## src/common/axt_pkg.sv

```systemverilog
package axt_pkg;
  localparam int NUM_TIMED = 4;
  localparam int NUM_BLOCKABLE = 3;
  localparam int NUM_PASS = 2;
  localparam int DLY_W = 20;
  localparam int FUNC_W = 3;
  // time base
  localparam int CLK_FREQ_MHZ = 250;
  localparam int TICK_PERIOD_MS = 1;
  localparam int TICK_CYCLES = TICK_PERIOD_MS * CLK_FREQ_MHZ * 1000;
  // delay range in milliseconds
  localparam int DELAY_MAX_S = 600;
  localparam logic [DLY_W-1:0] DELAY_MAX_MS = DLY_W'(DELAY_MAX_S * 1000);
  localparam logic [DLY_W-1:0] DELAY_RESET = 20'h00000;
  // channel functions
  localparam logic [FUNC_W-1:0] FN_TRIP = 3'h0;
  localparam logic [FUNC_W-1:0] FN_ALARM = 3'h1;
  localparam logic [FUNC_W-1:0] FN_TRIP_INRUSH = 3'h2;
  localparam logic [FUNC_W-1:0] FN_TRIP_LATCH = 3'h3;
  localparam logic [FUNC_W-1:0] FN_LOAD_SHED = 3'h4;
  localparam logic [FUNC_W-1:0] FN_RECLOSE_HIGH = 3'h5;
  localparam logic [FUNC_W-1:0] FN_RECLOSE_LOW = 3'h6;
  localparam logic [11:0] FUNC_RESET = 12'h000;
  // register byte offsets
  localparam logic [7:0] OFS_CTRL = 8'h00;
  localparam logic [7:0] OFS_FUNC = 8'h04;
  localparam logic [7:0] OFS_STATUS = 8'h08;
  localparam logic [7:0] OFS_IRQ_STAT = 8'h0c;
  localparam logic [7:0] OFS_IRQ_MASK = 8'h10;
  localparam logic [7:0] OFS_DELAY0 = 8'h20;
  localparam logic [7:0] OFS_DELAY1 = 8'h24;
  localparam logic [7:0] OFS_DELAY2 = 8'h28;
  localparam logic [7:0] OFS_DELAY3 = 8'h2c;
  // field positions
  localparam int CTRL_SIG_RESET_BIT = 0;
  localparam int ST_RAW_LSB = 0;
  localparam int ST_EXP_LSB = 4;
  localparam int ST_PASS_LSB = 8;
  localparam int ST_LATCH_BIT = 10;
  localparam int IRQ_EXP_LSB = 0;
  localparam int IRQ_LATCH_BIT = 4;
  localparam int IRQ_W = 5;
  localparam logic [IRQ_W-1:0] IRQ_MASK_RESET = 5'h00;
  localparam logic [1:0] RESP_OKAY = 2'h0;
  localparam logic [1:0] RESP_SLVERR = 2'h2;
  typedef enum logic [1:0] {
    AXT_W_IDLE = 2'b01,
    AXT_W_RESP = 2'b10
  } axt_wstate_e;
endpackage

```

## src/core/axt_sync.sv

```systemverilog
`timescale 1ns/1ps
module axt_sync #(
  parameter int WIDTH = 1
) (
  input wire logic clk_in,
  input wire logic nrst_in,
  input wire logic [WIDTH-1:0] async_in,
  output logic [WIDTH-1:0] sync_out
);
  logic [WIDTH-1:0] meta_reg;

  // first stage feeds only the second stage
  always_ff @(posedge clk_in or negedge nrst_in) begin
    if (!nrst_in) begin
      meta_reg <= '0;
      sync_out <= '0;
    end else begin
      meta_reg <= async_in;
      sync_out <= meta_reg;
    end
  end
endmodule

```

## src/core/axt_delay.sv

```systemverilog
`timescale 1ns/1ps
module axt_delay
  import axt_pkg::*;
#(
  parameter int DW = DLY_W
) (
  input wire logic clk_in,
  input wire logic nrst_in,
  input wire logic tick_in,
  input wire logic start_in,
  input wire logic [DW-1:0] delay_in,
  output logic expired_out
);
  logic [DW-1:0] count_reg;
  logic [DW-1:0] count_next;
  logic reached;

  assign reached = count_reg >= delay_in;
  // a dropped start clears the count so the next start runs the full delay
  assign count_next = !start_in ? '0 :
                      (tick_in && !reached) ? count_reg + 1'b1 : count_reg;

  always_ff @(posedge clk_in or negedge nrst_in) begin
    if (!nrst_in) begin
      count_reg <= '0;
      expired_out <= 1'b0;
    end else begin
      count_reg <= count_next;
      expired_out <= start_in && reached;
    end
  end
endmodule

```

## src/core/axt_aux_timers.sv

```systemverilog
`timescale 1ns/1ps
module axt_aux_timers
  import axt_pkg::*;
#(
  parameter int TICK_DIV = TICK_CYCLES
) (
  input wire logic clk_in,
  input wire logic nrst_in,
  // axi4-lite slave
  input wire logic [7:0] s_axi_awaddr_in,
  input wire logic s_axi_awvalid_in,
  output logic s_axi_awready_out,
  input wire logic [31:0] s_axi_wdata_in,
  input wire logic [3:0] s_axi_wstrb_in,
  input wire logic s_axi_wvalid_in,
  output logic s_axi_wready_out,
  output logic [1:0] s_axi_bresp_out,
  output logic s_axi_bvalid_out,
  input wire logic s_axi_bready_in,
  input wire logic [7:0] s_axi_araddr_in,
  input wire logic s_axi_arvalid_in,
  output logic s_axi_arready_out,
  output logic [31:0] s_axi_rdata_out,
  output logic [1:0] s_axi_rresp_out,
  output logic s_axi_rvalid_out,
  input wire logic s_axi_rready_in,
  // binary inputs from pins
  input wire logic [NUM_TIMED-1:0] timed_input_in,
  input wire logic [NUM_BLOCKABLE-1:0] channel_block_input_in,
  input wire logic [NUM_PASS-1:0] passthrough_input_in,
  input wire logic inrush_block_in,
  input wire logic signal_reset_in,
  // outputs to relays and leds
  output logic prot_trip_out,
  output logic trip_pulse_out,
  output logic recorder_trigger_out,
  output logic trip_led_out,
  output logic trip_flag_out,
  output logic alarm_out,
  output logic alarm_led_out,
  output logic breaker_open_command_out,
  output logic breaker_close_command_out,
  output logic [NUM_TIMED-1:0] aux_state_out,
  output logic [NUM_TIMED-1:0] channel_delay_expired_out,
  output logic [NUM_PASS-1:0] passthrough_out,
  output logic irq_out
);
  localparam int SYNC_W = NUM_TIMED + NUM_BLOCKABLE + NUM_PASS + 2;
  localparam int TDIV_W = $clog2(TICK_DIV + 1);
  localparam logic [TDIV_W-1:0] TDIV_LAST = TDIV_W'(TICK_DIV - 1);

  // synchronised pins
  logic [SYNC_W-1:0] pins_sync;
  logic [NUM_TIMED-1:0] aux_in;
  logic [NUM_BLOCKABLE-1:0] block_in;
  logic [NUM_PASS-1:0] pass_in;
  logic inrush_in;
  logic pin_sig_reset;

  // time base
  logic [TDIV_W-1:0] tdiv_reg;
  logic tick;

  // register file
  logic [FUNC_W*NUM_TIMED-1:0] func_reg;
  logic [DLY_W-1:0] delay_reg [NUM_TIMED];
  logic [IRQ_W-1:0] irq_stat_reg;
  logic [IRQ_W-1:0] irq_mask_reg;
  logic sw_sig_reset;

  // channel logic
  logic [NUM_TIMED-1:0] start;
  logic [NUM_TIMED-1:0] expired;
  logic [NUM_TIMED-1:0] expired_prev_reg;
  logic [NUM_TIMED-1:0] is_trip, is_latch, is_alarm, is_shed, is_close;
  logic [NUM_TIMED-1:0] exp_rise;
  logic latch_reg, latch_next, sig_reset, trip_now, trip_prev_reg;
  logic [IRQ_W-1:0] irq_events;

  // bus
  axt_wstate_e wstate_reg;
  logic aw_have_reg;
  logic w_have_reg;
  logic [7:0] awaddr_reg;
  logic [31:0] wdata_reg;
  logic [3:0] wstrb_reg;
  logic aw_take, w_take, do_write;
  logic [31:0] wmask;
  logic wr_ctrl, wr_func, wr_irq_stat, wr_irq_mask;
  logic [NUM_TIMED-1:0] wr_delay;
  logic wr_hit, ar_take;
  logic [31:0] rd_data;
  logic rd_hit;
  logic [31:0] status_word;

  axt_sync #(
    .WIDTH(SYNC_W)
  ) u_sync (
    .clk_in(clk_in),
    .nrst_in(nrst_in),
    .async_in({signal_reset_in, inrush_block_in, passthrough_input_in,
               channel_block_input_in, timed_input_in}),
    .sync_out(pins_sync)
  );

  assign aux_in = pins_sync[NUM_TIMED-1:0];
  assign block_in = pins_sync[NUM_TIMED +: NUM_BLOCKABLE];
  assign pass_in = pins_sync[NUM_TIMED+NUM_BLOCKABLE +: NUM_PASS];
  assign inrush_in = pins_sync[SYNC_W-2];
  assign pin_sig_reset = pins_sync[SYNC_W-1];

  // millisecond tick divider
  assign tick = tdiv_reg == TDIV_LAST;

  always_ff @(posedge clk_in or negedge nrst_in) begin
    if (!nrst_in) begin
      tdiv_reg <= '0;
    end else begin
      tdiv_reg <= tick ? '0 : tdiv_reg + 1'b1;
    end
  end

  // per-channel start, function decode and timer
  genvar g;
  generate
    for (g = 0; g < NUM_TIMED; g++) begin : g_chan
      logic [FUNC_W-1:0] fn;
      logic raw_start;
      logic blocked;
      assign fn = func_reg[g*FUNC_W +: FUNC_W];
      // low-level reclose starts on a de-energized input
      assign raw_start = (fn == FN_RECLOSE_LOW) ? !aux_in[g] :
                         aux_in[g];
      if (g < NUM_BLOCKABLE) begin : g_blk
        assign blocked = block_in[g];
      end else begin : g_noblk
        assign blocked = 1'b0;
      end
      assign start[g] = raw_start && !blocked;
      assign is_trip[g] = (fn == FN_TRIP) || (fn == FN_TRIP_LATCH) ||
                          ((fn == FN_TRIP_INRUSH) && !inrush_in);
      assign is_latch[g] = fn == FN_TRIP_LATCH;
      assign is_alarm[g] = fn == FN_ALARM;
      assign is_shed[g] = fn == FN_LOAD_SHED;
      assign is_close[g] = (fn == FN_RECLOSE_HIGH) || (fn == FN_RECLOSE_LOW);

      axt_delay #(
        .DW(DLY_W)
      ) u_delay (
        .clk_in(clk_in),
        .nrst_in(nrst_in),
        .tick_in(tick),
        .start_in(start[g]),
        .delay_in(delay_reg[g]),
        .expired_out(expired[g])
      );
    end
  endgenerate

  // latched trip holds until signalling reset; a new expiry wins over reset
  assign sig_reset = pin_sig_reset || sw_sig_reset;
  assign latch_next = (|(expired & is_latch)) ? 1'b1 :
                      sig_reset ? 1'b0 : latch_reg;
  assign trip_now = (|(expired & is_trip)) || latch_reg;
  assign exp_rise = expired & ~expired_prev_reg;
  assign irq_events = {latch_next & ~latch_reg, exp_rise};

  always_ff @(posedge clk_in or negedge nrst_in) begin
    if (!nrst_in) begin
      latch_reg <= 1'b0;
      expired_prev_reg <= '0;
      trip_prev_reg <= 1'b0;
    end else begin
      latch_reg <= latch_next;
      expired_prev_reg <= expired;
      trip_prev_reg <= trip_now;
    end
  end

  // output drivers, all registered
  always_ff @(posedge clk_in or negedge nrst_in) begin
    if (!nrst_in) begin
      prot_trip_out <= 1'b0;
      trip_pulse_out <= 1'b0;
      recorder_trigger_out <= 1'b0;
      trip_led_out <= 1'b0;
      trip_flag_out <= 1'b0;
      alarm_out <= 1'b0;
      alarm_led_out <= 1'b0;
      breaker_open_command_out <= 1'b0;
      breaker_close_command_out <= 1'b0;
      aux_state_out <= '0;
      channel_delay_expired_out <= '0;
      passthrough_out <= '0;
    end else begin
      prot_trip_out <= trip_now;
      trip_pulse_out <= trip_now && !trip_prev_reg;
      recorder_trigger_out <= trip_now && !trip_prev_reg;
      trip_led_out <= trip_now;
      trip_flag_out <= trip_now;
      alarm_out <= |(expired & is_alarm);
      alarm_led_out <= |(expired & is_alarm);
      breaker_open_command_out <= |(expired & is_shed);
      breaker_close_command_out <= |(expired & is_close);
      aux_state_out <= aux_in;
      channel_delay_expired_out <= expired;
      passthrough_out <= pass_in;
    end
  end

  // interrupt: sticky status, set wins over write-one-to-clear
  always_ff @(posedge clk_in or negedge nrst_in) begin
    if (!nrst_in) begin
      irq_stat_reg <= '0;
      irq_out <= 1'b0;
    end else begin
      irq_stat_reg <= irq_events |
        (irq_stat_reg & ~(wr_irq_stat ? wdata_reg[IRQ_W-1:0] : '0));
      irq_out <= |(irq_stat_reg & irq_mask_reg);
    end
  end

  // axi4-lite write path; address and data accepted in either order
  assign s_axi_awready_out = !aw_have_reg && (wstate_reg == AXT_W_IDLE);
  assign s_axi_wready_out = !w_have_reg && (wstate_reg == AXT_W_IDLE);
  assign aw_take = s_axi_awvalid_in && s_axi_awready_out;
  assign w_take = s_axi_wvalid_in && s_axi_wready_out;
  assign do_write = aw_have_reg && w_have_reg;
  assign wmask = {{8{wstrb_reg[3]}}, {8{wstrb_reg[2]}},
                  {8{wstrb_reg[1]}}, {8{wstrb_reg[0]}}};
  assign wr_ctrl = do_write && (awaddr_reg == OFS_CTRL);
  assign wr_func = do_write && (awaddr_reg == OFS_FUNC);
  assign wr_irq_stat = do_write && (awaddr_reg == OFS_IRQ_STAT) &&
                       wstrb_reg[0];
  assign wr_irq_mask = do_write && (awaddr_reg == OFS_IRQ_MASK);
  assign wr_delay[0] = do_write && (awaddr_reg == OFS_DELAY0);
  assign wr_delay[1] = do_write && (awaddr_reg == OFS_DELAY1);
  assign wr_delay[2] = do_write && (awaddr_reg == OFS_DELAY2);
  assign wr_delay[3] = do_write && (awaddr_reg == OFS_DELAY3);
  assign wr_hit = wr_ctrl || wr_func || (do_write &&
                  ((awaddr_reg == OFS_IRQ_STAT) ||
                   (awaddr_reg == OFS_STATUS))) ||
                  wr_irq_mask || (|wr_delay);

  always_ff @(posedge clk_in or negedge nrst_in) begin
    if (!nrst_in) begin
      wstate_reg <= AXT_W_IDLE;
      aw_have_reg <= 1'b0;
      w_have_reg <= 1'b0;
      awaddr_reg <= '0;
      wdata_reg <= '0;
      wstrb_reg <= '0;
      s_axi_bvalid_out <= 1'b0;
      s_axi_bresp_out <= RESP_OKAY;
    end else begin
      case (wstate_reg)
        AXT_W_IDLE: begin
          if (aw_take) begin
            aw_have_reg <= 1'b1;
            awaddr_reg <= {s_axi_awaddr_in[7:2], 2'b00};
          end
          if (w_take) begin
            w_have_reg <= 1'b1;
            wdata_reg <= s_axi_wdata_in;
            wstrb_reg <= s_axi_wstrb_in;
          end
          if (do_write) begin
            aw_have_reg <= 1'b0;
            w_have_reg <= 1'b0;
            s_axi_bvalid_out <= 1'b1;
            s_axi_bresp_out <= wr_hit ? RESP_OKAY : RESP_SLVERR;
            wstate_reg <= AXT_W_RESP;
          end
        end
        AXT_W_RESP: begin
          if (s_axi_bready_in) begin
            s_axi_bvalid_out <= 1'b0;
            wstate_reg <= AXT_W_IDLE;
          end
        end
        default: wstate_reg <= AXT_W_IDLE;
      endcase
    end
  end

  // control registers; delays saturate at the top of the range
  always_ff @(posedge clk_in or negedge nrst_in) begin
    if (!nrst_in) begin
      func_reg <= FUNC_RESET;
      irq_mask_reg <= IRQ_MASK_RESET;
      sw_sig_reset <= 1'b0;
      for (int i = 0; i < NUM_TIMED; i++) begin
        delay_reg[i] <= DELAY_RESET;
      end
    end else begin
      sw_sig_reset <= wr_ctrl && wstrb_reg[0] &&
                      wdata_reg[CTRL_SIG_RESET_BIT];
      if (wr_func) begin
        func_reg <= (func_reg & ~wmask[11:0]) |
                    (wdata_reg[11:0] & wmask[11:0]);
      end
      if (wr_irq_mask && wstrb_reg[0]) begin
        irq_mask_reg <= wdata_reg[IRQ_W-1:0];
      end
      for (int i = 0; i < NUM_TIMED; i++) begin
        if (wr_delay[i]) begin
          delay_reg[i] <= dly_clamp(
            (delay_reg[i] & ~wmask[DLY_W-1:0]) |
            (wdata_reg[DLY_W-1:0] & wmask[DLY_W-1:0]));
        end
      end
    end
  end

  function automatic logic [DLY_W-1:0] dly_clamp(input logic [DLY_W-1:0] v);
    dly_clamp = (v > DELAY_MAX_MS) ? DELAY_MAX_MS : v;
  endfunction

  // axi4-lite read path
  assign s_axi_arready_out = !s_axi_rvalid_out;
  assign ar_take = s_axi_arvalid_in && s_axi_arready_out;
  assign status_word = {21'h000000, latch_reg, pass_in, expired, aux_in};
  assign rd_hit = (s_axi_araddr_in[7:2] == OFS_CTRL[7:2]) ||
                  (s_axi_araddr_in[7:2] == OFS_FUNC[7:2]) ||
                  (s_axi_araddr_in[7:2] == OFS_STATUS[7:2]) ||
                  (s_axi_araddr_in[7:2] == OFS_IRQ_STAT[7:2]) ||
                  (s_axi_araddr_in[7:2] == OFS_IRQ_MASK[7:2]) ||
                  (s_axi_araddr_in[7:4] == OFS_DELAY0[7:4]);
  assign rd_data =
    (s_axi_araddr_in[7:2] == OFS_FUNC[7:2]) ? {20'h00000, func_reg} :
    (s_axi_araddr_in[7:2] == OFS_STATUS[7:2]) ? status_word :
    (s_axi_araddr_in[7:2] == OFS_IRQ_STAT[7:2]) ? {27'h0000000, irq_stat_reg} :
    (s_axi_araddr_in[7:2] == OFS_IRQ_MASK[7:2]) ? {27'h0000000, irq_mask_reg} :
    (s_axi_araddr_in[7:4] == OFS_DELAY0[7:4]) ?
      {12'h000, delay_reg[s_axi_araddr_in[3:2]]} : 32'h00000000;

  always_ff @(posedge clk_in or negedge nrst_in) begin
    if (!nrst_in) begin
      s_axi_rvalid_out <= 1'b0;
      s_axi_rdata_out <= '0;
      s_axi_rresp_out <= RESP_OKAY;
    end else if (ar_take) begin
      s_axi_rvalid_out <= 1'b1;
      s_axi_rdata_out <= rd_data;
      s_axi_rresp_out <= rd_hit ? RESP_OKAY : RESP_SLVERR;
    end else if (s_axi_rready_in) begin
      s_axi_rvalid_out <= 1'b0;
    end
  end
endmodule

```

## config.mk

```make
export PLATFORM = sky130hd
export DESIGN_NAME = axt_aux_timers
export DESIGN_NICKNAME = d
export VERILOG_FILES = /design/src/common/axt_pkg.sv /design/src/core/axt_sync.sv /design/src/core/axt_delay.sv /design/src/core/axt_aux_timers.sv
export SDC_FILE = /design/constraint.sdc
export NUM_CORES = 1
export LEC_CHECK = 0
export ABC_AREA = 1
export ABC_CLOCK_PERIOD_IN_PS = 2170
export BUFFER_PORTS_ARGS = -buffer_cell sky130_fd_sc_hd__buf_2
export CAP_MARGIN = 30
export CORE_MARGIN = 2
export CORE_UTILIZATION = 40
export DETAILED_ROUTE_END_ITERATION = 10
export GPL_TIMING_DRIVEN = 1
export SYNTH_ARGS = -nofsm -noshare
export SYNTH_HDL_FRONTEND = slang
export SYNTH_SLANG_ARGS = --single-unit
```

## constraint.sdc

```tcl
create_clock -name clk_in -period 2.17 [get_ports clk_in]
set_input_delay 0.217 -clock clk_in [delete_from_list [all_inputs] [get_ports clk_in]]
set_output_delay 0.217 -clock clk_in [all_outputs]
set_load 0.01 [all_outputs]
```

==> results of run 1 <==
## critical path, delay by kind of cell (launching register included)
kind,cells,cell delay (ns)
AO/OA/AOI/OAI,1,0.23
buffers and inverters,2,0.24
AND/OR/NAND/NOR,8,1.05
flip-flops,1,0.39
## area by class of cell
type | count | area (um2)
clock buffers | 53 | 1080
clock inverters | 16 | 256
fillers | 4754 | 24800
inverters | 319 | 1200
multi-input cells | 1966 | 9830
flip-flops and latches | 301 | 7540
well taps | 615 | 769
repair buffers | 254 | 1960
## per-layer routing
metal	global-route usage, %	share of wire (%)	vias to the layer above
met2	38.5	45	515
li1	-	-	8916
met5	0	0.037	-
met1	33.9	46	8699
met4	8.29	3.0	4
met3	3.94	6.2	113
## timing repair
action | in CTS | in global routing
buffers inserted | 0 | 1
endpoints found under the hold margin | 148 | 0
gates resized for setup | 0 | 10
setup endpoints to repair | 0 | 81
hold buffers | 43 | 0
## stage by stage
stage | setup WS, ns | util [%]
finish | 0.146 | 47.7
detailed placement | 0.140 | 43.9
global placement | 0.154 | 43.9
global route | -0.0130 | 47.7
CTS | 0.107 | 47.6
floorplan | 0.404 | -
## cells in the final DEF, fill, tap and decap left out, drive strengths merged, types with 16 or more instances in the layout
master,netlist,final
a21oi,120,120
buf,57,211
clkbuf,46,53
dfrtp,300,300
dlygate4sd3,0,43
ha,85,85
inv,317,319
nand2,758,759
nand3,246,246
nand4,33,33
nor2,415,415
nor3,18,18
o21ai,119,119
o22ai,30,30
xnor2,16,16
xor2,46,46
## power by group through the flow
stage / sequential, mW / clock, mW / combinational, mW
after floorplan: 7.39 / 0 / 6.38
after global placement: 7.63 / 0 / 9.03
after detailed placement: 7.67 / 0 / 9.23
after CTS: 7.58 / 6.91 / 9.35
after global routing: 7.73 / 7.16 / 10.6
final: 7.61 / 6.76 / 9.56
## kinds of logic (layout without fill, tap and decap cells)
logic type,Yosys count,in the layout
xor+xnor,62,62
simple gates,1499,1500
mux,10,10
fa+ha+maj,85,85
compound gates,295,295
buf+inv,422,642
flops,301,301
other cells,1,14
## worst paths after layout
kind / cells after the start / start / end / slack [ns]
setup / recovery: 11 / wstrb_reg[1] / delay_reg[35] / 0.15
hold / removal: 5 / s_axi_araddr_in[6] / s_axi_rresp_out[1] / 0.1
setup reg to reg: 11 / wstrb_reg[1] / delay_reg[35] / 0.15
hold reg to reg: 0 / u_sync.meta_reg[10] / u_sync.sync_out[10] / 0.35
max in group asynchronous: 3 / nrst_in / wstate_reg[0] / 1.22
min in group asynchronous: 2 / nrst_in / s_axi_rvalid_out / 0.15
==> results.cfg, run 1 <==
[grt]
antenna_found_initial = 2
grt_pass1_vias = 17279
grt_overflow = 0
grt_first_pass_wirelength_mm = 94.8
grt_util_all_layers_pct = 24.3
grt_max_degree = 73

[synthesis]
ys_top_cells_by_count = 741 x nand2_1, 409 x nor2_1, 309 x inv_1
syn_area_um2 = 19100
async_flop_share_pct = 100
yosys_register_bits = 301
netlist_top_cells_area = dfrtp_1 39%, nand2_1 15%, nor2_1 8.0%, nand3_1 6.4%, inv_1 6.1%
synth-seq-area-share_pct = 39.5
yosys_warnings = 0
postSynthCellCount = 2675
synth_flop_cell = dfrtp_1
yosysMostFrequentCell = nand2_1
synthMuxAreaShare_pct = 0.590
avgSynthCellArea_um2 = 7.13
synthXorXnorAreaFrac_pct = 2.85
ys_types = 52
synth_area_leader_cell = dfrtp_1
synth_top_family_by_area = simple AND/OR/NAND/NOR gates
synth_edf_count = 0
synth_compound_area_share_pct = 9.32
synth_top_area_share_pct = 39.4
synth_fa_ha_area_share_pct = 5.58
synthSimpleGateAreaFrac_pct = 32.7

[critical_path]
cp-end-kind = register
worstPathArrival_ns = 2.52
path_max_fanout = 19
crit_top_cell = nand2_1
start_kind = register
slowest_delay_ns = 0.39
worstSetupPathType = reg -> reg
required_ns = 2.67
crit_slowest_cell = dfrtp_1
path_cells = buf_12 > nand2_1 > o21ai_1 > nand2_1 > inv_1 > nand2_1 > nor2_1 > nand3_1 > nand2_4 > nand2_1 > nand2_1

[placed_design]
io_buffer_count = 99
gp_congestion = 0.963
hpwl_mm = 45.1
placed_cells = 3410
placed_area_um2 = 20800

[final_layout]
syn2layout_area_growth_pct = 18.7
final_net_count = 3035
final_cells = 3524
n_antenna_cell = 0
stdcell_area_um2 = 22600
drive_gt1_share_pct = 12.5

[sta]
slew_headroom_pct = 41.3
finalHoldViolations = 0
worst_pin_slew_ns = 0.880
fin_worst_skew_ns = 0.0285
setup_tns_ns = 0
layout_min_cycle_time_ns = 2.02
min_period_over_period_pct = 93.3
drv_slew = 0
rsz0062_at_grt = yes
setup_viol = 0
hold_ws_ns = 0.0951
max_freq_mhz = 494

[detailed_routing]
viasPerCell = 5.18
wl_per_cell_um = 17.1
first_iter_violations = 1535
ant_nets = 0
dr.pass1.iters = 5
drc_errors = 0
vias = 18247
routed_wl_mm = 60.1

[floorplan]
start_util_pct = 40.2
io_pins = 131
rows = 80
chipWidth_um = 222
core_area_um2 = 47400
die_area_um2 = 49400
die_h_um = 222

[job]
max-cap-violations = 0

[pwr]
pwr-share-clk_pct = 28.2
intPower_mw = 13.9
power.density_nw_per_um2 = 1060
seqPwrFrac_pct = 31.8
p_sw_mw = 10.1
power_switching_share_pct = 42.1
power_mw = 23.9
p_comb_share_pct = 40.0
leakagePower_nw = 11.2
ir_drop_mv = 0.641

[clock_network]
clock-sinks = 301
clkTransAtPathRegs_ns = 0.06
clock_path_buffers = 3
clkLatencyLatePin_ns = 0.59
cts_buffers = 38
cts.htree.levels = 2
cts_tree = done
ctsRootBufferMaster = clkbuf_16

[status]
outcome = completed

[worst_hold_path]
hold_path.class = in -> reg
Power figures use the tool's default switching activity.
==> run 2, diff against run 1 <==
--- a/config.mk
+++ b/config.mk
@@ -13,6 +13,7 @@
 export CORE_UTILIZATION = 40
 export DETAILED_ROUTE_END_ITERATION = 10
 export GPL_TIMING_DRIVEN = 1
+export PLACE_DENSITY = 0.63
 export SYNTH_ARGS = -nofsm -noshare
 export SYNTH_HDL_FRONTEND = slang
 export SYNTH_SLANG_ARGS = --single-unit
==> results.cfg, run 2 (synthesis gave the netlist of run 1 again) <==
[detailed_routing]
routed_wl_mm = 59.4
wl_per_cell_um = 16.9
vias = 18365
viasPerCell = 5.22
first_iter_violations = 1645
ant_nets = 0
dr.pass1.iters = 6
drc_errors = 0

[final_layout]
n_antenna_cell = 0
stdcell_area_um2 = 22500
mostFrequentLayoutCells = 737 x nand2_1, 402 x nor2_1, 309 x inv_1
seq_area_um2 = 7530
final_core_util_pct = 47.5
drive_gt1_share_pct = 12.6
multi_input_area_um2 = 9850
fillCellCount = 4679
final_cells = 3519
final_net_count = 3030
syn2layout_area_growth_pct = 18.2
final_common_cell = nand2_1

[pwr]
power.density_nw_per_um2 = 1060
intPower_mw = 13.7
ir_drop_mv = 0.630
power_mw = 23.9
power_switching_share_pct = 42.6
p_sw_mw = 10.2
pwr-share-clk_pct = 27.5
p_comb_share_pct = 40.7
seqPwrFrac_pct = 31.8
leakagePower_nw = 11.2

[grt]
grt_max_degree = 67
grt_util_all_layers_pct = 24.1
grt.met1_usage_pct = 33.0
gr-usage-met2_pct = 37.4
grt_use_met3_pct = 4.88
antenna_found_initial = 0
grt_first_pass_wirelength_mm = 93.7
grt-busiest-layer = met2
grt_overflow = 0
grt_pass1_vias = 17448

[clock_network]
cts.htree.levels = 2
ctsRootBufferMaster = clkbuf_16
cts_tree = done
clkLatencyLatePin_ns = 0.57
clock-sinks = 301
clock_path_buffers = 3
clkTransAtPathRegs_ns = 0.06
cts_buffers = 37

[floorplan]
rows = 80
die_h_um = 222
io_pins = 131
start_util_pct = 40.2
chipWidth_um = 222
die_area_um2 = 49400
core_area_um2 = 47400

[critical_path]
reg2regPathDepth = 10
worstSetupPathType = reg -> reg
cp-end-kind = register
start_kind = register
crit_slowest_cell = dfrtp_1
path_cells = buf_4 > nand2_2 > o21ai_0 > nor2_1 > nand3_1 > nor2_1 > nand3_1 > nand2_4 > nand2_1 > nand2_1
rr_startpoint = wstrb_reg[0]
required_ns = 2.66
r2r_end = delay_reg[12]
slowest_delay_ns = 0.50
crit_family = simple AND/OR/NAND/NOR gates
worst-r2r-setup-slack_ns = 0.09
worstPathArrival_ns = 2.57
crit_buf_inv = 1
path_max_fanout = 11

[placed_design]
pre_cts_slack_ns = 0.0289
io_buffer_count = 99
hpwl_mm = 44.5
gp_congestion = 0.977
placed_cells = 3404
placed_area_um2 = 20700

[sta]
max_freq_mhz = 481
fin_worst_skew_ns = 0.0175
min_period_over_period_pct = 95.8
worst_pin_slew_ns = 0.861
finalHoldViolations = 0
setup_tns_ns = 0
drv_slew = 0
worst_slack_ns = 0.0908
setup_viol = 0
layout_min_cycle_time_ns = 2.08
hold_ws_ns = 0.114
slew_headroom_pct = 42.6

[worst_hold_path]
min_from = s_axi_araddr_in[6]
whs_path_depth = 5
hold-path-endpoint = s_axi_rresp_out[1]
hold_path.class = in -> reg

[status]
outcome = completed

[job]
max-cap-violations = 0
## run 2: what timing repair did
| item | CTS | global route |
|---|---|---|
| endpoints found under the setup margin | 0 | 118 |
| buffers inserted | 0 | 3 |
| hold endpoints to repair | 129 | 0 |
| gates resized for setup | 0 | 17 |
| hold buffers | 43 | 0 |
## run 2: worst max-delay path by stage
| stage | startpoint | end | slack, ns | depth (start not counted) |
|---|---|---|---|---|
| after floorplan | g_chan[0].u_delay.count_reg[19] | g_chan[0].u_delay.count_reg[9] | 0.40 | 11 |
| after global placement | s_axi_araddr_in[3] | s_axi_rdata_out[18] | 0.05 | 8 |
| after detailed placement | delay_reg[75] | g_chan[0].u_delay.count_reg[5] | 0.03 | 12 |
| after CTS | delay_reg[75] | g_chan[0].u_delay.count_reg[5] | 0.009 | 12 |
| after global routing | delay_reg[74] | g_chan[0].u_delay.count_reg[3] | -0.02 | 12 |
| final | wstrb_reg[0] | delay_reg[12] | 0.09 | 10 |
## run 2: routing by layer
metal | part of all wire [%] | up-vias
li1 | - | 8925
met1 | 44 | 8650
met2 | 44 | 663
met3 | 7.7 | 127
met4 | 4.1 | 0
met5 | 0 | -
## run 2: power groups by stage
stage,Clock [mW],Sequential (mW),Combinational [mW]
after floorplan,0,7.39,6.38
after global placement,0,7.62,9.02
after detailed placement,0,7.66,9.26
after CTS,6.70,7.57,9.36
after global routing,6.92,7.69,10.8
final,6.57,7.58,9.71
## run 2: final cells by class
class                      count  area share [%]
sequential                   301            33.4
tap                          615            3.41
inverter                     319            5.32
clock inverter                17           0.949
timing repair buffer         250            8.45
clock buffer                  51            4.78
multi-input combinational   1966            43.7
## run 2: worst reg2reg max path: stages (launching register included)
cell and delay [ns]:
dfrtp_1 0.50, buf_4 0.23, nand2_2 0.12, o21ai_0 0.17
nor2_1 0.15, nand3_1 0.10, nor2_1 0.15, nand3_1 0.21
nand2_4 0.22, nand2_1 0.09, nand2_1 0.06
==> run 3, diff against run 2 <==
--- a/config.mk
+++ b/config.mk
@@ -14,6 +14,7 @@
 export DETAILED_ROUTE_END_ITERATION = 10
 export GPL_TIMING_DRIVEN = 1
 export PLACE_DENSITY = 0.63
+export SETUP_SLACK_MARGIN = 0.4
 export SYNTH_ARGS = -nofsm -noshare
 export SYNTH_HDL_FRONTEND = slang
 export SYNTH_SLANG_ARGS = --single-unit
==> results.cfg, run 3 (synthesis gave the netlist of run 1 again) <==
[final_layout]
seq_area_um2 = 7620
drive_gt1_share_pct = 38.1
syn2layout_area_growth_pct = 46.3
n_antenna_cell = 0
mostFrequentLayoutCells = 615 x nand2_1, 344 x nor2_1, 284 x buf_4
final_net_count = 3280
multi_input_area_um2 = 12800
fillCellCount = 3969
final_common_cell = nand2_1

[critical_path]
cp-end-kind = register
crit_family = simple AND/OR/NAND/NOR gates
start_kind = register
required_ns = 2.61
path_max_fanout = 7
reg2regPathDepth = 10
worstSetupPathType = reg -> reg
crit_buf_inv = 3
path_cells = buf_12 > clkbuf_16 > o21ai_4 > nand2_1 > inv_2 > nand2_2 > nor2_4 > nand3_4 > nand2_8 > a21oi_4
worstPathArrival_ns = 2.42
crit_slowest_cell = dfrtp_2
slowest_delay_ns = 0.49
worst-path-stages = 10

[floorplan]
io_pins = 131
die_h_um = 222
start_util_pct = 40.2
core_area_um2 = 47400
die_area_um2 = 49400
rows = 80
chipWidth_um = 222

[placed_design]
hpwl_mm = 44.5
gp_congestion = 0.977
io_buffer_count = 99

[pwr]
ir_drop_mv = 0.683
power.density_nw_per_um2 = 1080
leakagePower_nw = 12.8
power_mw = 30.2

[sta]
finalHoldViolations = 0
rsz0062_at_grt = yes
slew_headroom_pct = 48.2
drv_slew = 0
max_freq_mhz = 506
worst_pin_slew_ns = 0.776
fin_worst_skew_ns = 0.0142
layout_min_cycle_time_ns = 1.98
setup_viol = 0
min_period_over_period_pct = 91.0
setup_tns_ns = 0

[clock_network]
cts_buffers = 37
clock-sinks = 301
clock_path_buffers = 3
ctsRootBufferMaster = clkbuf_16
clkTransAtPathRegs_ns = 0.06
cts_tree = done
clkLatencyLatePin_ns = 0.57
cts.htree.levels = 2

[worst_hold_path]
hold_path.class = in -> reg
whs_path_depth = 5

[detailed_routing]
viasPerCell = 5.44
dr.pass1.iters = 5
first_iter_violations = 2259
wl_per_cell_um = 18.9
routed_wl_mm = 71.1
drc_errors = 0
vias = 20503
ant_nets = 0

[grt]
grt_overflow = 0
antenna_found_initial = 0
grt_pass1_vias = 18683
grt_util_all_layers_pct = 25.9
grt_max_degree = 67
grt_first_pass_wirelength_mm = 101

[job]
max-cap-violations = 0

[status]
outcome = completed
## run 3: power breakdown
part	internal (mW)	switching (mW)	leakage, nW
combinational	6.16	9.73	8.39
sequential	6.70	1.02	3.84
clock	3.88	2.73	0.619
## run 3: worst reg2reg max path, stage by stage (launching register included)
cell and delay [ns]:
dfrtp_2 0.49, buf_12 0.19, clkbuf_16 0.19, o21ai_4 0.14, nand2_1 0.08, inv_2 0.08, nand2_2 0.08, nor2_4 0.11
nand3_4 0.23, nand2_8 0.20, a21oi_4 0.06
## run 3: path summary, 6_finish.rpt
check	startpoint	endpoint	slack (ns)
worst max-delay path	wstrb_reg[1]	delay_reg[46]	0.19
worst min-delay path	s_axi_araddr_in[6]	s_axi_rresp_out[1]	0.11
worst max register to register	wstrb_reg[1]	delay_reg[46]	0.19
worst min register to register	u_sync.meta_reg[1]	u_sync.sync_out[1]	0.34
max in group asynchronous	nrst_in	awaddr_reg[2]	1.19
min in group asynchronous	nrst_in	aux_state_out[3]	0.18
## run 3: area by class of cell
| type | instances | area share (%) |
|---|---|---|
| well taps | 615 | 2.76 |
| multi-input cells | 1977 | 45.8 |
| clock inverters | 17 | 0.767 |
| flip-flops and latches | 301 | 27.3 |
| inverters | 319 | 4.38 |
| clock buffers | 51 | 3.87 |
| repair buffers | 488 | 15.1 |
| repair inverters | 1 | 0.0269 |
## run 3: per-layer routing
metal  GRT usage [%]  up-vias  share of wire (%)
met1            34.9     9824                 41
met3            4.54      245                8.1
met2            41.5      982                 46
met4            9.96        0                4.8
met5               0        -                  0
li1                -     9452                  -
## run 3: timing repair
item | 4_1_cts | 5_1_grt
hold buffers | 43 | 0
pin swaps | 62 | 204
cloned | 23 | 17
endpoints found under the setup margin | 163 | 195
gates resized for setup | 290 | 498
hold endpoints to repair | 129 | 0
setup buffers | 96 | 118
## run 3: through the flow
stage	area [um2]	std cells	worst slack [ns]	hold slack (ns)	utilization [%]
after floorplan	19100	2688	0.404	-0.0786	-
after global placement	20700	3404	0.0495	0.183	43.7
after detailed placement	20700	3404	0.0289	0.187	43.7
after CTS	24500	3634	0.273	0.0978	51.6
after global routing	27900	3769	0.107	0.140	58.8
final	27900	3769	0.194	0.113	58.8
